## src/design/dtc_consts.svh

```systemverilog
// Constants of the down timer: register map, field positions, reset values.
// Assumes a 32-bit AXI4-Lite register bus, one aligned word per register.
`ifndef DTC_CONSTS_SVH
`define DTC_CONSTS_SVH

`define DTC_ADDR_CTRL   8'h00
`define DTC_ADDR_COUNT  8'h04
`define DTC_ADDR_RELCAP 8'h08
`define DTC_ADDR_GIE    8'h0C

`define DTC_BIT_PWM     7
`define DTC_BIT_CAP     6
`define DTC_BIT_EDGE    5
`define DTC_BIT_RUN     4
`define DTC_BIT_PEND    3
`define DTC_BIT_EN      2
`define DTC_BIT_GIE     0

`define DTC_CNT_RST     16'hFFFF
`define DTC_RC_RST      16'h0000
`define DTC_RESP_OKAY   2'h0
`define DTC_RESP_SLVERR 2'h2

`endif

```

## src/design/dtc_pkg.sv

```systemverilog
// Types of the down timer: mode codes, register selection, bus states.
// Assumes dtc_consts.svh for numeric constants.
package dtc_pkg;
    typedef enum logic [2:0] {
        DTC_EVT_RISE = 3'h0,
        DTC_EVT_FALL = 3'h1,
        DTC_CAP_RISE = 3'h2,
        DTC_CAP_FALL = 3'h3,
        DTC_RLD      = 3'h4,
        DTC_RLD_TGL  = 3'h5
    } dtc_mode_t;

    typedef enum logic [2:0] {
        DTC_SEL_CTRL, DTC_SEL_COUNT, DTC_SEL_RELCAP, DTC_SEL_GIE, DTC_SEL_NONE
    } dtc_sel_t;

    typedef enum logic [1:0] {
        DTC_BUS_IDLE = 2'h0,
        DTC_BUS_RESP = 2'h1
    } dtc_bus_t;
endpackage

```

## src/design/dtc_timer.sv

```systemverilog
// Top of the down timer: AXI4-Lite register slave, mode control, capture.
// Assumes a 25 MHz aclk, synchronous active-low reset, asynchronous timer pin.
`timescale 1ns/1ps
`include "dtc_consts.svh"
module dtc_timer #(
    parameter int ADDR_W = 8
) (
    input  wire logic              aclk,
    input  wire logic              aresetn,
    input  wire logic [ADDR_W-1:0] s_axi_awaddr,
    input  wire logic              s_axi_awvalid,
    output logic                   s_axi_awready,
    input  wire logic [31:0]       s_axi_wdata,
    input  wire logic [3:0]        s_axi_wstrb,
    input  wire logic              s_axi_wvalid,
    output logic                   s_axi_wready,
    output logic [1:0]             s_axi_bresp,
    output logic                   s_axi_bvalid,
    input  wire logic              s_axi_bready,
    input  wire logic [ADDR_W-1:0] s_axi_araddr,
    input  wire logic              s_axi_arvalid,
    output logic                   s_axi_arready,
    output logic [31:0]            s_axi_rdata,
    output logic [1:0]             s_axi_rresp,
    output logic                   s_axi_rvalid,
    input  wire logic              s_axi_rready,
    input  wire logic              timer_pin,
    output logic                   timer_irq
);
    // Address decode shared by the write and read paths
    function automatic dtc_pkg::dtc_sel_t reg_sel(input logic [ADDR_W-1:0] a);
        logic [7:0] a8;
        a8 = 8'(a);
        if (a != ADDR_W'(a8)) begin
            reg_sel = dtc_pkg::DTC_SEL_NONE;
        end else begin
            case (a8)
                `DTC_ADDR_CTRL:   reg_sel = dtc_pkg::DTC_SEL_CTRL;
                `DTC_ADDR_COUNT:  reg_sel = dtc_pkg::DTC_SEL_COUNT;
                `DTC_ADDR_RELCAP: reg_sel = dtc_pkg::DTC_SEL_RELCAP;
                `DTC_ADDR_GIE:    reg_sel = dtc_pkg::DTC_SEL_GIE;
                default:          reg_sel = dtc_pkg::DTC_SEL_NONE;
            endcase
        end
    endfunction

    // Control and status state
    logic        pwm_mode_bit_r;
    logic        capture_mode_bit_r;
    logic        edge_select_bit_r;
    logic        run_or_underflow_flag_r;
    logic        timer_irq_pending_r;
    logic        timer_irq_enable_r;
    logic        global_irq_enable_r;
    logic [15:0] reload_capture_reg_r;
    logic [15:0] cnt_q;
    logic        irq_r;

    // Bus state
    dtc_pkg::dtc_bus_t   wst_r;
    dtc_pkg::dtc_bus_t   rst_r;
    logic                awready_r;
    logic                wready_r;
    logic                aw_got_r;
    logic                w_got_r;
    logic [ADDR_W-1:0]   awaddr_r;
    logic [31:0]         wdata_r;
    logic [3:0]          wstrb_r;
    logic [1:0]          bresp_r;
    logic                bvalid_r;
    logic                rvalid_r;
    logic                arready_r;
    logic [31:0]         rdata_r;
    logic [1:0]          rresp_r;

    // Write decode
    wire aw_fire = s_axi_awvalid && awready_r;
    wire w_fire  = s_axi_wvalid && wready_r;
    wire wr_do   = aw_got_r && w_got_r && (wst_r == dtc_pkg::DTC_BUS_IDLE);
    dtc_pkg::dtc_sel_t wsel;
    dtc_pkg::dtc_sel_t rsel;
    assign wsel = reg_sel(awaddr_r);
    assign rsel = reg_sel(s_axi_araddr);
    wire ctrl_wr = wr_do && (wsel == dtc_pkg::DTC_SEL_CTRL) && wstrb_r[0];
    wire gie_wr  = wr_do && (wsel == dtc_pkg::DTC_SEL_GIE) && wstrb_r[0];
    wire cnt_wr  = wr_do && (wsel == dtc_pkg::DTC_SEL_COUNT) && (|wstrb_r[1:0]);
    wire rc_wr   = wr_do && (wsel == dtc_pkg::DTC_SEL_RELCAP) && (|wstrb_r[1:0]);
    wire [15:0] cnt_wval = {wstrb_r[1] ? wdata_r[15:8] : cnt_q[15:8],
                            wstrb_r[0] ? wdata_r[7:0] : cnt_q[7:0]};
    wire [15:0] rc_wval  = {wstrb_r[1] ? wdata_r[15:8] : reload_capture_reg_r[15:8],
                            wstrb_r[0] ? wdata_r[7:0] : reload_capture_reg_r[7:0]};

    // Mode decode
    dtc_pkg::dtc_mode_t mode;
    assign mode = dtc_pkg::dtc_mode_t'({pwm_mode_bit_r, capture_mode_bit_r,
                                        edge_select_bit_r});
    wire cap_mode = capture_mode_bit_r;
    wire evt_mode = !pwm_mode_bit_r && !capture_mode_bit_r;
    wire rld_mode = pwm_mode_bit_r && !capture_mode_bit_r;

    // Pin edges, qualified by the live edge selection
    logic pin_rise;
    logic pin_fall;
    dtc_pin_sync u_sync (
        .clk    (aclk),
        .rst_n  (aresetn),
        .pin    (timer_pin),
        .rise_r (pin_rise),
        .fall_r (pin_fall)
    );
    wire qual_edge = edge_select_bit_r ? pin_fall : pin_rise;

    // Counting source per mode
    wire dec_en = cap_mode
               || (evt_mode && run_or_underflow_flag_r && qual_edge)
               || (rld_mode && run_or_underflow_flag_r);
    logic uflow;
    dtc_down_counter #(.W(16)) u_cnt (
        .clk        (aclk),
        .rst_n      (aresetn),
        .load_en    (cnt_wr),
        .load_val   (cnt_wval),
        .dec_en     (dec_en),
        .use_reload (!cap_mode),
        .reload_val (reload_capture_reg_r),
        .cnt_r      (cnt_q),
        .uflow      (uflow)
    );
    wire cnt_uflow = uflow && !cnt_wr;
    wire cap_evt   = cap_mode && qual_edge;

    // Hardware events win over a software clear in the same cycle
    wire run_nxt  = (ctrl_wr ? wdata_r[`DTC_BIT_RUN] : run_or_underflow_flag_r)
                    | (cap_mode && cnt_uflow);
    wire pend_nxt = (ctrl_wr ? wdata_r[`DTC_BIT_PEND] : timer_irq_pending_r)
                    | cap_evt | (!cap_mode && cnt_uflow);

    wire pend_any = timer_irq_pending_r || (cap_mode && run_or_underflow_flag_r);
    wire irq_nxt  = pend_any && timer_irq_enable_r && global_irq_enable_r;

    always_ff @(posedge aclk) begin
        if (!aresetn) begin
            pwm_mode_bit_r          <= 1'b0;
            capture_mode_bit_r      <= 1'b0;
            edge_select_bit_r       <= 1'b0;
            run_or_underflow_flag_r <= 1'b0;
            timer_irq_pending_r     <= 1'b0;
            timer_irq_enable_r      <= 1'b0;
            global_irq_enable_r     <= 1'b0;
            irq_r                   <= 1'b0;
        end else begin
            if (ctrl_wr) begin
                pwm_mode_bit_r     <= wdata_r[`DTC_BIT_PWM];
                capture_mode_bit_r <= wdata_r[`DTC_BIT_CAP];
                edge_select_bit_r  <= wdata_r[`DTC_BIT_EDGE];
                timer_irq_enable_r <= wdata_r[`DTC_BIT_EN];
            end
            if (gie_wr) begin
                global_irq_enable_r <= wdata_r[`DTC_BIT_GIE];
            end
            run_or_underflow_flag_r <= run_nxt;
            timer_irq_pending_r     <= pend_nxt;
            irq_r                   <= irq_nxt;
        end
    end

    // Capture beats a software write to the same register
    always_ff @(posedge aclk) begin
        if (!aresetn) begin
            reload_capture_reg_r <= `DTC_RC_RST;
        end else if (cap_evt) begin
            reload_capture_reg_r <= cnt_q;
        end else if (rc_wr) begin
            reload_capture_reg_r <= rc_wval;
        end
    end

    // Write channel
    always_ff @(posedge aclk) begin
        if (!aresetn) begin
            wst_r     <= dtc_pkg::DTC_BUS_IDLE;
            awready_r <= 1'b1;
            wready_r  <= 1'b1;
            aw_got_r  <= 1'b0;
            w_got_r   <= 1'b0;
            awaddr_r  <= '0;
            wdata_r   <= 32'h0000_0000;
            wstrb_r   <= 4'h0;
            bresp_r   <= `DTC_RESP_OKAY;
            bvalid_r  <= 1'b0;
        end else begin
            if (aw_fire) begin
                aw_got_r  <= 1'b1;
                awaddr_r  <= s_axi_awaddr;
                awready_r <= 1'b0;
            end
            if (w_fire) begin
                w_got_r  <= 1'b1;
                wdata_r  <= s_axi_wdata;
                wstrb_r  <= s_axi_wstrb;
                wready_r <= 1'b0;
            end
            case (wst_r)
                dtc_pkg::DTC_BUS_IDLE: begin
                    if (wr_do) begin
                        wst_r    <= dtc_pkg::DTC_BUS_RESP;
                        bvalid_r <= 1'b1;
                        aw_got_r <= 1'b0;
                        w_got_r  <= 1'b0;
                        bresp_r  <= (wsel == dtc_pkg::DTC_SEL_NONE) ?
                                    `DTC_RESP_SLVERR : `DTC_RESP_OKAY;
                    end
                end
                dtc_pkg::DTC_BUS_RESP: begin
                    if (s_axi_bready) begin
                        wst_r     <= dtc_pkg::DTC_BUS_IDLE;
                        bvalid_r  <= 1'b0;
                        awready_r <= 1'b1;
                        wready_r  <= 1'b1;
                    end
                end
                default: wst_r <= dtc_pkg::DTC_BUS_IDLE;
            endcase
        end
    end

    // Read mux, sampled when the address is taken
    logic [31:0] rd_mux;
    always_comb begin
        rd_mux = 32'h0000_0000;
        case (rsel)
            dtc_pkg::DTC_SEL_CTRL: begin
                rd_mux[`DTC_BIT_PWM]  = pwm_mode_bit_r;
                rd_mux[`DTC_BIT_CAP]  = capture_mode_bit_r;
                rd_mux[`DTC_BIT_EDGE] = edge_select_bit_r;
                rd_mux[`DTC_BIT_RUN]  = run_or_underflow_flag_r;
                rd_mux[`DTC_BIT_PEND] = timer_irq_pending_r;
                rd_mux[`DTC_BIT_EN]   = timer_irq_enable_r;
            end
            dtc_pkg::DTC_SEL_COUNT:  rd_mux[15:0] = cnt_q;
            dtc_pkg::DTC_SEL_RELCAP: rd_mux[15:0] = reload_capture_reg_r;
            dtc_pkg::DTC_SEL_GIE:    rd_mux[`DTC_BIT_GIE] = global_irq_enable_r;
            default:                 rd_mux = 32'h0000_0000;
        endcase
    end

    always_ff @(posedge aclk) begin
        if (!aresetn) begin
            rst_r     <= dtc_pkg::DTC_BUS_IDLE;
            arready_r <= 1'b1;
            rdata_r   <= 32'h0000_0000;
            rresp_r   <= `DTC_RESP_OKAY;
            rvalid_r  <= 1'b0;
        end else begin
            case (rst_r)
                dtc_pkg::DTC_BUS_IDLE: begin
                    if (s_axi_arvalid) begin
                        rst_r     <= dtc_pkg::DTC_BUS_RESP;
                        rvalid_r  <= 1'b1;
                        arready_r <= 1'b0;
                        rdata_r   <= rd_mux;
                        rresp_r   <= (rsel == dtc_pkg::DTC_SEL_NONE) ?
                                     `DTC_RESP_SLVERR : `DTC_RESP_OKAY;
                    end
                end
                dtc_pkg::DTC_BUS_RESP: begin
                    if (s_axi_rready) begin
                        rst_r     <= dtc_pkg::DTC_BUS_IDLE;
                        rvalid_r  <= 1'b0;
                        arready_r <= 1'b1;
                    end
                end
                default: rst_r <= dtc_pkg::DTC_BUS_IDLE;
            endcase
        end
    end

    assign s_axi_awready = awready_r;
    assign s_axi_wready  = wready_r;
    assign s_axi_bvalid  = bvalid_r;
    assign s_axi_bresp   = bresp_r;
    assign s_axi_arready = arready_r;
    assign s_axi_rvalid  = rvalid_r;
    assign s_axi_rdata   = rdata_r;
    assign s_axi_rresp   = rresp_r;
    assign timer_irq     = irq_r;
endmodule // dtc_timer

```

## src/design/dtc_pin_sync.sv

```systemverilog
// Pin synchroniser and edge detector for the timer pin.
// Assumes an asynchronous pin; a level counts once stages two and three agree.
`timescale 1ns/1ps
module dtc_pin_sync (
    input  wire logic clk,
    input  wire logic rst_n,
    input  wire logic pin,
    output logic      rise_r,
    output logic      fall_r
);
    logic s1_r;
    logic s2_r;
    logic s3_r;
    logic lvl_r;
    wire  agree = (s2_r == s3_r);

    always_ff @(posedge clk) begin
        if (!rst_n) begin
            s1_r   <= 1'b0;
            s2_r   <= 1'b0;
            s3_r   <= 1'b0;
            lvl_r  <= 1'b0;
            rise_r <= 1'b0;
            fall_r <= 1'b0;
        end else begin
            s1_r   <= pin;
            s2_r   <= s1_r;
            s3_r   <= s2_r;
            lvl_r  <= agree ? s3_r : lvl_r;
            rise_r <= agree && s3_r && !lvl_r;
            fall_r <= agree && !s3_r && lvl_r;
        end
    end
endmodule // dtc_pin_sync

```

## src/design/dtc_down_counter.sv

```systemverilog
// Loadable 16-bit down counter with reload or wrap on underflow.
// Assumes load has priority over a decrement in the same cycle.
`timescale 1ns/1ps
`include "dtc_consts.svh"
module dtc_down_counter #(
    parameter int W = 16
) (
    input  wire logic         clk,
    input  wire logic         rst_n,
    input  wire logic         load_en,
    input  wire logic [W-1:0] load_val,
    input  wire logic         dec_en,
    input  wire logic         use_reload,
    input  wire logic [W-1:0] reload_val,
    output logic      [W-1:0] cnt_r,
    output logic              uflow
);
    logic [W-1:0] cnt_nxt;

    assign uflow = dec_en && (cnt_r == '0);

    always_comb begin
        cnt_nxt = cnt_r;
        if (load_en) begin
            cnt_nxt = load_val;
        end else if (uflow) begin
            cnt_nxt = use_reload ? reload_val : '1;
        end else if (dec_en) begin
            cnt_nxt = cnt_r - W'(1);
        end
    end

    always_ff @(posedge clk) begin
        if (!rst_n) begin
            cnt_r <= W'(`DTC_CNT_RST);
        end else begin
            cnt_r <= cnt_nxt;
        end
    end
endmodule // dtc_down_counter

```

## config.mk

```make
export PLATFORM = sky130hd
export DESIGN_NAME = dtc_timer
export DESIGN_NICKNAME = d
export VERILOG_FILES = /design/src/design/dtc_pkg.sv /design/src/design/dtc_timer.sv /design/src/design/dtc_pin_sync.sv /design/src/design/dtc_down_counter.sv
export VERILOG_INCLUDE_DIRS = /design/src /design/src/design
export SDC_FILE = /design/constraint.sdc
export NUM_CORES = 1
export LEC_CHECK = 0
export BUFFER_PORTS_ARGS = -buffer_cell sky130_fd_sc_hd__buf_2
export CAP_MARGIN = 10
export CELL_PAD_IN_SITES_DETAIL_PLACEMENT = 0
export CELL_PAD_IN_SITES_GLOBAL_PLACEMENT = 1
export CORE_MARGIN = 4
export CORE_UTILIZATION = 45
export CTS_BUF_LIST = sky130_fd_sc_hd__clkbuf_4
export CTS_CLUSTER_SIZE = 8
export DETAILED_ROUTE_END_ITERATION = 10
export HOLD_SLACK_MARGIN = 0.08
export PLACE_DENSITY_LB_ADDON = 0.1
export RECOVER_POWER = 50
export SLEW_MARGIN = 25
export SYNTH_ARGS = -nofsm -noshare
export SYNTH_HDL_FRONTEND = slang
export SYNTH_SLANG_ARGS = --single-unit
export TNS_END_PERCENT = 20
```

## constraint.sdc

```tcl
create_clock -name aclk -period 5.47 [get_ports aclk]
set_input_delay 0.8205 -clock aclk [delete_from_list [all_inputs] [get_ports aclk]]
set_output_delay 0.8205 -clock aclk [all_outputs]
set_load 0.02 [all_outputs]
```

==> impl_metrics.toml, run 1 <==
[outcome]
outcome = "finished, violations left"
violations_in_the_final_reports = "max-capacitance violations, max-slew violations"

[global_route]
global_routing_usage_summed_across_all_routing_layers_pct = 20.9
grt_pass1_wl_mm = 21.6
grt_antenna_before_repair = 0
grt_overflow_total = 0
first_global_vias = 4219
largest_net_degree_at_the_start_of_global_routing = 53

[floorplanning]
core-area_um2 = 10500
floorplan.die.height_um = 113
num_rows = 37
design.die.area_um2 = 12700
die_w_um = 113
num_io_pins = 102
initial_core_util_pct = 46.8

[synthesis]
synth.area.mux_share_pct = 3.08
yosys.cell_count.top_type = "sky130_fd_sc_hd__nand2_1"
yosysTopAreaCell = "sky130_fd_sc_hd__dfxtp_1"
post_synth_edffs = 0
synth.top_cell.area_share_pct = 39.5
synth_ff_type = "sky130_fd_sc_hd__dfxtp_1"
synth-adder-area-share_pct = 1.02
synth-seq-area-share_pct = 39.5
yosys.area_share.xor_xnor_pct = 0.890
synth.yosys.warnings = 0
synthesis.area_um2 = 4920
dominant_combinational_cell_family_by_area_after_synthesis = "simple AND/OR/NAND/NOR gates"
synth.cells.most_frequent = "108 x sky130_fd_sc_hd__nand2_1, 97 x sky130_fd_sc_hd__dfxtp_1, 48 x sky130_fd_sc_hd__nand3_1"
syn_inst = 600
postSynthRegisterBits = 97
synth-async-reset-ratio_pct = 0
synthDistinctLibCells = 60
yosys.area_share.simple_pct = 27.8
syn_avg_cell_area_um2 = 8.20
synth_top_cells_by_area = "sky130_fd_sc_hd__dfxtp_1 39%, sky130_fd_sc_hd__nand2_1 8.2%, sky130_fd_sc_hd__nand3_1 4.9%"
synth-compound-area-share_pct = 20.7

[timing]
rsz0062_at_grt = "false"
min_period_over_period_pct = 69.2
fin_skew_ns = 0.0312
worst_slack_ns = 1.68
max_freq_mhz = 264
tightest_slew_ns = 2.11
hold_violations_final = 0
slew_viol_final = 101
setup_total_negative_slack_ns = 0
final_period_minus_worst_setup_slack_ns = 3.79
setup_violations = 0
slew_headroom_pct = -40.6

[route]
drt_wl_total_mm = 13.3
via_count = 4379
drt-pass1-iter-count = 5
detail_route.vias_per_cell = 5.61
drtIter0Drc = 322
number_of_nets_still_failing_antenna_checks_after_routing = 0
drt_drc_violations_left = 0
wire_per_inst_um = 17.0

[clocking]
tritoncts = "built"
cts_hold_buffers = 0
cts.root.buffer_cell = "sky130_fd_sc_hd__clkbuf_4"
numClockSinks = 97
post_cts.repair.setup_buffers = 0
clkLatencyLatePin_ns = 0.45
clock_pin_slew_on_the_worst_setup_and_hold_paths_ns = 0.15
cts_resized = 0
cts_buffer_depth = 2
clock_tree.htree_level_count = 3
numCtsBuffers = 9

[cells_and_area]
area_delta_synth_final_pct = 9.38
post-route-cell-area_um2 = 5380
num_antenna_cells = 0
finalCoreUtilization_pct = 51.2
final_nets = 703
fillers = 1077
layout-drive-gt1-share_pct = 11.5

[power_and_ir_drop]
power.density_nw_per_um2 = 261
worst_ir_drop_vdd_v = 0.000142
totalPowerFinal_mw = 1.41
p_leak_nw = 2.35

[setup_path]
worstSetupStartpoint = "aresetn"
critical-path-slowest-cell = "sky130_fd_sc_hd__clkbuf_1"
worstSetupPathType = "in2reg"
path_max_fanout = 52
critical_path.n_buffers_inverters = 2
critical-path-top-cell-by-count = "sky130_fd_sc_hd__clkbuf_1"
critical_path.top_delay_family = "buffers and inverters"
crit-reg2reg-launch = "awaddr_r[1]"
startpoint_type = "primary input"
data_arrival_time_of_the_critical_path_ns = 4.03
timing.critical_path.to_type = "flop"
cpPeakStageDelay_ns = 1.59
crit_chain = "clkbuf_1 -> clkbuf_1 -> and3b_1 -> a31oi_1"
cp.required_ns = 5.71

[place]
buffer_ports.inserted = 65
dp_worst_setup_slack_ns = 2.57
place_congestion = 0.907
post-dp-hpwl_mm = 9.35
placedInstanceArea_um2 = 5200

[job]
cap_violations = 2

[worst_hold_path]
min_from = "u_sync.lvl_r"
timing.hold.worst.class = "reg2reg"
==> final timing paths <==
check	cells past startpoint	end	slack, ns
worst max-delay path	4	u_cnt.cnt_r[6]	1.68
worst min-delay path	1	u_sync.rise_r	0.44
worst max register to register	6	u_cnt.cnt_r[6]	2.63
worst min register to register	1	u_sync.rise_r	0.44
==> per-stage QoR <==
stage               instances  hold slack [ns]
finish                    780            0.443
global route              780            0.487
CTS                       780            0.447
detailed placement        764            0.420
global placement          764            0.416
floorplan                 617            0.402
==> cell type report <==
class | count | area, um2 | share of cell area [%]
Clock buffer | 10 | 75.1 | 1.40
Clock inverter | 6 | 138 | 2.56
Inverter | 8 | 30.0 | 0.558
Multi-Input combinational cell | 454 | 2700 | 50.2
Sequential cell | 97 | 1940 | 36.1
Tap cell | 136 | 170 | 3.16
Timing Repair Buffer | 69 | 324 | 6.02
==> power breakdown <==
group	switching (mW)	internal, mW	total [mW]
Clock	0.251	0.285	0.536
Sequential	0.0208	0.729	0.750
Combinational	0.0767	0.0432	0.120
==> sequential cells by signal, summed over array words and instances, names as in the netlist, 2 cells and up <==
signal and cells:
reload_capture_reg_r 16, s_axi_rdata 16, u_cnt.cnt_r 16, wdata_r 16, awaddr_r 8, wstrb_r 2
==> cell families after synthesis <==
logic type | count (synthesis)
AO/OA/AOI/OAI | 138
XOR/XNOR | 5
adder cells (fa/ha/maj) | 4
buffers and inverters | 66
flip-flops | 97
multiplexers | 15
other | 1
AND/OR/NAND/NOR | 274
==> layout by cell type, fill, tap and decap left out, drive strengths merged, types with 4 or more instances in the layout <==
| cell | Yosys | routed |
|---|---|---|
| nand2 | 109 | 109 |
| dfxtp | 97 | 97 |
| nand3 | 48 | 48 |
| buf | 27 | 46 |
| clkbuf | 31 | 33 |
| nor2 | 30 | 30 |
| a21boi | 30 | 30 |
| o21ai | 25 | 25 |
| nor2b | 18 | 18 |
| o211a | 18 | 18 |
| conb | 1 | 18 |
| mux2i | 14 | 14 |
| nor3b | 13 | 13 |
| a21oi | 12 | 12 |
| o211ai | 11 | 11 |
| a221oi | 9 | 9 |
| inv | 8 | 9 |
| and3 | 9 | 9 |
| nor3 | 8 | 8 |
| nand4 | 8 | 8 |
| a22oi | 7 | 7 |
| and2 | 6 | 6 |
| nand2b | 5 | 5 |
| nor4 | 5 | 5 |
| and3b | 4 | 4 |
| a31oi | 4 | 4 |
| o311ai | 4 | 4 |
| ha | 4 | 4 |
| bufinv | 0 | 4 |
==> routing by layer <==
layer,wire (um),global-route usage (%)
met1,6270,29.4
met4,206,5.21
met5,0,0
met3,911,3.94
met2,5870,33.1
==> worst reg2reg max path, delay by kind of cell (launching register included) <==
family,cells,cell delay (ns)
flops,1,0.34
simple gates,4,1.56
compound gates,2,0.75
(Power assumes the default switching activity.)
==> run 2, diff against run 1 <==
--- a/config.mk
+++ b/config.mk
@@ -11,7 +11,7 @@
 export CELL_PAD_IN_SITES_DETAIL_PLACEMENT = 0
 export CELL_PAD_IN_SITES_GLOBAL_PLACEMENT = 1
 export CORE_MARGIN = 4
-export CORE_UTILIZATION = 45
+export CORE_UTILIZATION = 38
 export CTS_BUF_LIST = sky130_fd_sc_hd__clkbuf_4
 export CTS_CLUSTER_SIZE = 8
 export DETAILED_ROUTE_END_ITERATION = 10
==> constraint.sdc (replaced) <==
create_clock -name aclk -period 3.33 [get_ports aclk]
set_input_delay 0.4995 -clock aclk [delete_from_list [all_inputs] [get_ports aclk]]
set_output_delay 0.4995 -clock aclk [all_outputs]
set_load 0.02 [all_outputs]
==> run 2 against run 1 <==
The flow now finishes without violations. Power is 48% higher. Register-to-register slack worse by 1.8 ns. Sequential share of layout area is 0.13 points lower. Clock-buffer cell count stayed put. Cell area is 0.35% higher. Combinational power up 64%. Die area up 17%. Critical endpoint is now u_cnt.cnt_r[15]. Utilization fell by 8.6 points. Clock power rose by 23%. Critical path type is now reg2reg.
==> impl_metrics.toml, run 2 (synthesis results as in run 1) <==
[global_route]
grt_pass1_wl_mm = 21.9
largest_net_degree_at_the_start_of_global_routing = 69
first_global_vias = 4180
grt_overflow_total = 0
global_routing_usage_summed_across_all_routing_layers_pct = 18.6
grt_antenna_before_repair = 0

[setup_path]
path_max_fanout = 8
timing.critical_path.to_type = "flop"
data_arrival_time_of_the_critical_path_ns = 2.85
cp.required_ns = 3.66
worstSetupPathType = "reg2reg"
startpoint_type = "flop"

[cells_and_area]
area_delta_synth_final_pct = 9.77
layout-drive-gt1-share_pct = 12.5
final_cell_mix = "108 x sky130_fd_sc_hd__nand2_1, 97 x sky130_fd_sc_hd__dfxtp_1, 48 x sky130_fd_sc_hd__nand3_1, 44 x sky130_fd_sc_hd__buf_2, 30 x sky130_fd_sc_hd__nor2_1"
fillers = 1342
final_common_cell = "sky130_fd_sc_hd__nand2_1"
post_layout_cell_count = 822
post-route-cell-area_um2 = 5400
final_nets = 709
finalCoreUtilization_pct = 42.6
num_antenna_cells = 0

[power_and_ir_drop]
power.net_switching_uw = 576
proportion_of_power_drawn_by_flip_flops_and_latches_pct = 59.0
sw_frac_of_total_pct = 27.7
p_leak_nw = 2.34
share_comb_of_total_power_pct = 9.4
power.density_nw_per_um2 = 386
totalPowerFinal_mw = 2.08
worst_ir_drop_vdd_v = 0.000195
power_report.internal_total_mw = 1.51
fraction_of_power_consumed_by_the_clock_network_pct = 31.5

[route]
number_of_nets_still_failing_antenna_checks_after_routing = 0
drt_wl_total_mm = 13.3
via_count = 4362
drt-pass1-iter-count = 4
wire_per_inst_um = 16.2
detail_route.vias_per_cell = 5.31
drtIter0Drc = 255
drt_drc_violations_left = 0

[timing]
rsz0062_at_grt = "false"
final.hold.worst_slack_ns = 0.205
max_freq_mhz = 396
min_period_over_period_pct = 75.8
slew_viol_final = 0
slew_headroom_pct = 17.8
setup_total_negative_slack_ns = 0
tightest_slew_ns = 1.23
setup_violations = 0
worst_slack_ns = 0.807
fin_skew_ns = 0.0152
hold_violations_final = 0
final_period_minus_worst_setup_slack_ns = 2.52

[clocking]
numCtsBuffers = 9
cts_resized = 0
cts_hold_buffers = 0
clock_tree.htree_level_count = 3
cts.root.buffer_cell = "sky130_fd_sc_hd__clkbuf_4"
clock_pin_slew_on_the_worst_setup_and_hold_paths_ns = 0.15
post_cts.repair.setup_buffers = 0
cts_buffer_depth = 2
clkLatencyLatePin_ns = 0.48
tritoncts = "built"
numClockSinks = 97

[place]
place_congestion = 0.835
dp_worst_setup_slack_ns = 0.747
place_inst = 806
post-dp-hpwl_mm = 9.58
placedInstanceArea_um2 = 5300
buffer_ports.inserted = 65

[floorplanning]
core-area_um2 = 12700
num_io_pins = 102
initial_core_util_pct = 38.8
num_rows = 41
floorplan.die.height_um = 122
die_w_um = 122
design.die.area_um2 = 14800

[worst_hold_path]
timing.hold.worst.class = "in2reg"

[job]
cap_violations = 0

[outcome]
outcome = "finished, final reports clean"
run 2: layer usage:
metal / wire length [um] / vias to the layer above / part of all wire [%] / track usage [%]
met3: 899 / 12 / 6.7 / 3.76
met2: 5890 / 135 / 44 / 29.2
met4: 170 / 0 / 1.3 / 6.23
met1: 6390 / 2017 / 48 / 25.5
li1: - / 2198 / - / -
met5: 0 / - / 0 / 0
run 2: path summary, 6_finish.rpt:
check / from / to / slack (ns) / cells past startpoint
max reg2reg: u_cnt.cnt_r[0] / u_cnt.cnt_r[15] / 0.81 / 8
min: s_axi_wvalid / s_axi_wready / 0.20 / 2
min reg2reg: u_sync.lvl_r / u_sync.rise_r / 0.44 / 1
max: u_cnt.cnt_r[0] / u_cnt.cnt_r[15] / 0.81 / 8
run 2: final cells by class:
type / instances / area, um2 / share of cell area, %
Multi-Input combinational cell: 454 / 2700 / 50.0
Timing Repair Buffer: 75 / 368 / 6.81
Clock inverter: 6 / 67.6 / 1.25
Sequential cell: 97 / 1940 / 36.0
Clock buffer: 10 / 75.1 / 1.39
Tap cell: 172 / 215 / 3.99
Inverter: 8 / 30.0 / 0.556
run 2: worst max-delay path, stage by stage, from the launching register on:
cell and delay [ns]:
sky130_fd_sc_hd__dfxtp_1 0.39, sky130_fd_sc_hd__inv_1 0.15, sky130_fd_sc_hd__ha_1 0.17, sky130_fd_sc_hd__nor3b_1 0.34, sky130_fd_sc_hd__and3_1 0.23, sky130_fd_sc_hd__or4b_1 0.63
sky130_fd_sc_hd__o221ai_1 0.24, sky130_fd_sc_hd__and3_1 0.18, sky130_fd_sc_hd__o21ai_1 0.05
run 2: power groups by stage:
stage               registers [mW]  logic [mW]  clock network [mW]
floorplan                     1.26       0.144                   0
global placement              1.25       0.200                   0
detailed placement            1.26       0.204                   0
CTS                           1.23       0.205               0.693
global route                  1.24       0.226               0.731
finish                        1.23       0.197               0.657
==> run 3, diff against run 2 <==
--- a/config.mk
+++ b/config.mk
@@ -11,7 +11,7 @@
 export CELL_PAD_IN_SITES_DETAIL_PLACEMENT = 0
 export CELL_PAD_IN_SITES_GLOBAL_PLACEMENT = 1
 export CORE_MARGIN = 4
-export CORE_UTILIZATION = 38
+export CORE_UTILIZATION = 42
 export CTS_BUF_LIST = sky130_fd_sc_hd__clkbuf_4
 export CTS_CLUSTER_SIZE = 8
 export DETAILED_ROUTE_END_ITERATION = 10
==> constraint.sdc (replaced) <==
create_clock -name aclk -period 2.4 [get_ports aclk]
set_input_delay 0.36 -clock aclk [delete_from_list [all_inputs] [get_ports aclk]]
set_output_delay 0.36 -clock aclk [all_outputs]
set_load 0.02 [all_outputs]
==> run 3 against run 2 <==
Critical path depth down 2. First-iteration DRC count up 8.2%. Via count up 2.6%. Fmax up 13%. Power up 52%. Global-route usage up 2.0 points. Sequential power up 39%. Sequential share of layout area down 1.4 points. Critical path type unchanged. Highest routed layer unchanged.
==> impl_metrics.toml, run 3 (synthesis results as in run 1) <==
[timing]
setup_total_negative_slack_ns = 0
max_freq_mhz = 449
setup_violations = 0
tightest_slew_ns = 0.979
min_period_over_period_pct = 92.7
hold_violations_final = 0
slew_viol_final = 0
slew_headroom_pct = 34.7
final_period_minus_worst_setup_slack_ns = 2.23
fin_skew_ns = 0.0123
rsz0062_at_grt = "false"

[place]
post-dp-hpwl_mm = 9.53
buffer_ports.inserted = 65
place_congestion = 0.873

[floorplanning]
die_w_um = 116
initial_core_util_pct = 43.1
num_rows = 39
floorplan.die.height_um = 116
design.die.area_um2 = 13500
core-area_um2 = 11400
num_io_pins = 102

[clocking]
numClockSinks = 97
tritoncts = "built"
clock_tree.htree_level_count = 3
clock_pin_slew_on_the_worst_setup_and_hold_paths_ns = 0.14
numCtsBuffers = 9
cts.root.buffer_cell = "sky130_fd_sc_hd__clkbuf_4"
clkLatencyLatePin_ns = 0.46
post_cts.repair.setup_buffers = 0
cts_buffer_depth = 2

[power_and_ir_drop]
p_leak_nw = 2.48
worst_ir_drop_vdd_v = 0.000301
power.density_nw_per_um2 = 562
totalPowerFinal_mw = 3.16

[setup_path]
path_max_fanout = 14
timing.critical_path.to_type = "flop"
data_arrival_time_of_the_critical_path_ns = 2.56
ff2ff_setup_slack_ns = 0.17
reg2reg_depth = 6
worstSetupStartpoint = "u_cnt.cnt_r[2]"
rr_endpoint = "u_cnt.cnt_r[1]"
worstSetupPathType = "reg2reg"
crit-reg2reg-launch = "u_cnt.cnt_r[2]"
cp.required_ns = 2.73
startpoint_type = "flop"
critical_path_destination = "u_cnt.cnt_r[1]"

[cells_and_area]
final_cell_mix = "108 x sky130_fd_sc_hd__nand2_1, 97 x sky130_fd_sc_hd__dfxtp_1, 48 x sky130_fd_sc_hd__nand3_1, 40 x sky130_fd_sc_hd__buf_2"
num_antenna_cells = 0
layout-drive-gt1-share_pct = 14.7
final_nets = 733
final_common_cell = "sky130_fd_sc_hd__nand2_1"
area_delta_synth_final_pct = 14.3

[global_route]
first_global_vias = 4272
grt_overflow_total = 0
largest_net_degree_at_the_start_of_global_routing = 99
grt_pass1_wl_mm = 22.1
global_routing_usage_summed_across_all_routing_layers_pct = 20.6
grt_antenna_before_repair = 0

[route]
drtIter0Drc = 276
detail_route.vias_per_cell = 5.48
met2_wirelength_mm = 5.79
drt_drc_violations_left = 0
wire_per_inst_um = 16.2
number_of_nets_still_failing_antenna_checks_after_routing = 0
drt_wl_total_mm = 13.2
drt-pass1-iter-count = 5
via_count = 4476
met3WireLength_um = 856
maxUsedRoutingLayer = "met4"
drt-met1-wl_mm = 6.35

[worst_hold_path]
timing.hold.worst.class = "in2reg"
min_from = "s_axi_rready"

[outcome]
outcome = "finished, final reports clean"

[job]
cap_violations = 0
[run 3: changes by cell type in the layout (fill, tap and decap cells not counted), moves of 2 or more]
| cell | change |
|---|---|
| sky130_fd_sc_hd__clkinv_1 | +2 |
| sky130_fd_sc_hd__clkinvlp_4 | -2 |
| sky130_fd_sc_hd__clkbuf_1 | +4 |
| sky130_fd_sc_hd__buf_4 | +22 |
| sky130_fd_sc_hd__bufinv_16 | +3 |
| sky130_fd_sc_hd__buf_2 | -4 |
| sky130_fd_sc_hd__dlygate4sd3_1 | +2 |
[run 3: power breakdown]
| part | total [mW] | switching [mW] | internal (mW) |
|---|---|---|---|
| Sequential | 1.71 | 0.0459 | 1.66 |
| Combinational | 0.279 | 0.175 | 0.105 |
| Clock | 1.17 | 0.549 | 0.624 |
| Total | 3.16 | 0.770 | 2.39 |
[run 3: worst min-delay path by stage]
| stage | end | cells after the start |
|---|---|---|
| after CTS | wdata_r[4] | 3 |
| final | s_axi_arready | 3 |
| after floorplan | u_sync.rise_r | 1 |
| after detailed placement | u_sync.s2_r | 1 |
| after global routing | wdata_r[5] | 3 |
| after global placement | u_sync.rise_r | 1 |
[run 3: metrics by stage]
step	setup WS (ns)	hold slack (ns)	utilization, %	instance area (um2)	std cells
after detailed placement	0.109	0.420	47.6	5430	799
after CTS	0.0424	0.0957	49.5	5650	817
final	0.174	0.132	49.3	5630	817
after global routing	0.0358	0.125	49.3	5630	817
after global placement	0.147	0.415	47.6	5430	799
after floorplan	0.315	0.402	-	4980	617
[run 3: cell type report]
type,count,area [um2]
repair buffers,99,563
clock inverters,7,133
well taps,143,179
fillers,1172,5790
clock buffers,9,67.6
multi-input cells,454,2710
flip-flops and latches,97,1940
inverters,8,30.0
[run 3: worst max-delay path, stage by stage (launching register included)]
cell,delay (ns)
sky130_fd_sc_hd__dfxtp_1,0.38
sky130_fd_sc_hd__or4_1,0.60
sky130_fd_sc_hd__nor4_1,0.34
sky130_fd_sc_hd__nand3_1,0.15
sky130_fd_sc_hd__buf_4,0.21
sky130_fd_sc_hd__o311ai_0,0.30
sky130_fd_sc_hd__nand4_1,0.13
[run 3: routing by layer]
layer	global-route usage [%]	up-vias
met1	29.5	2077
li1	-	2239
met5	0	-
met4	7.27	0
met2	31.8	144
met3	2.80	16
[run 3: what timing repair did]
action / in CTS / in global routing
endpoints found under the hold margin: 2 / 0
hold buffers: 2 / 0
setup endpoints to repair: 0 / 8
resized for setup: 0 / 4
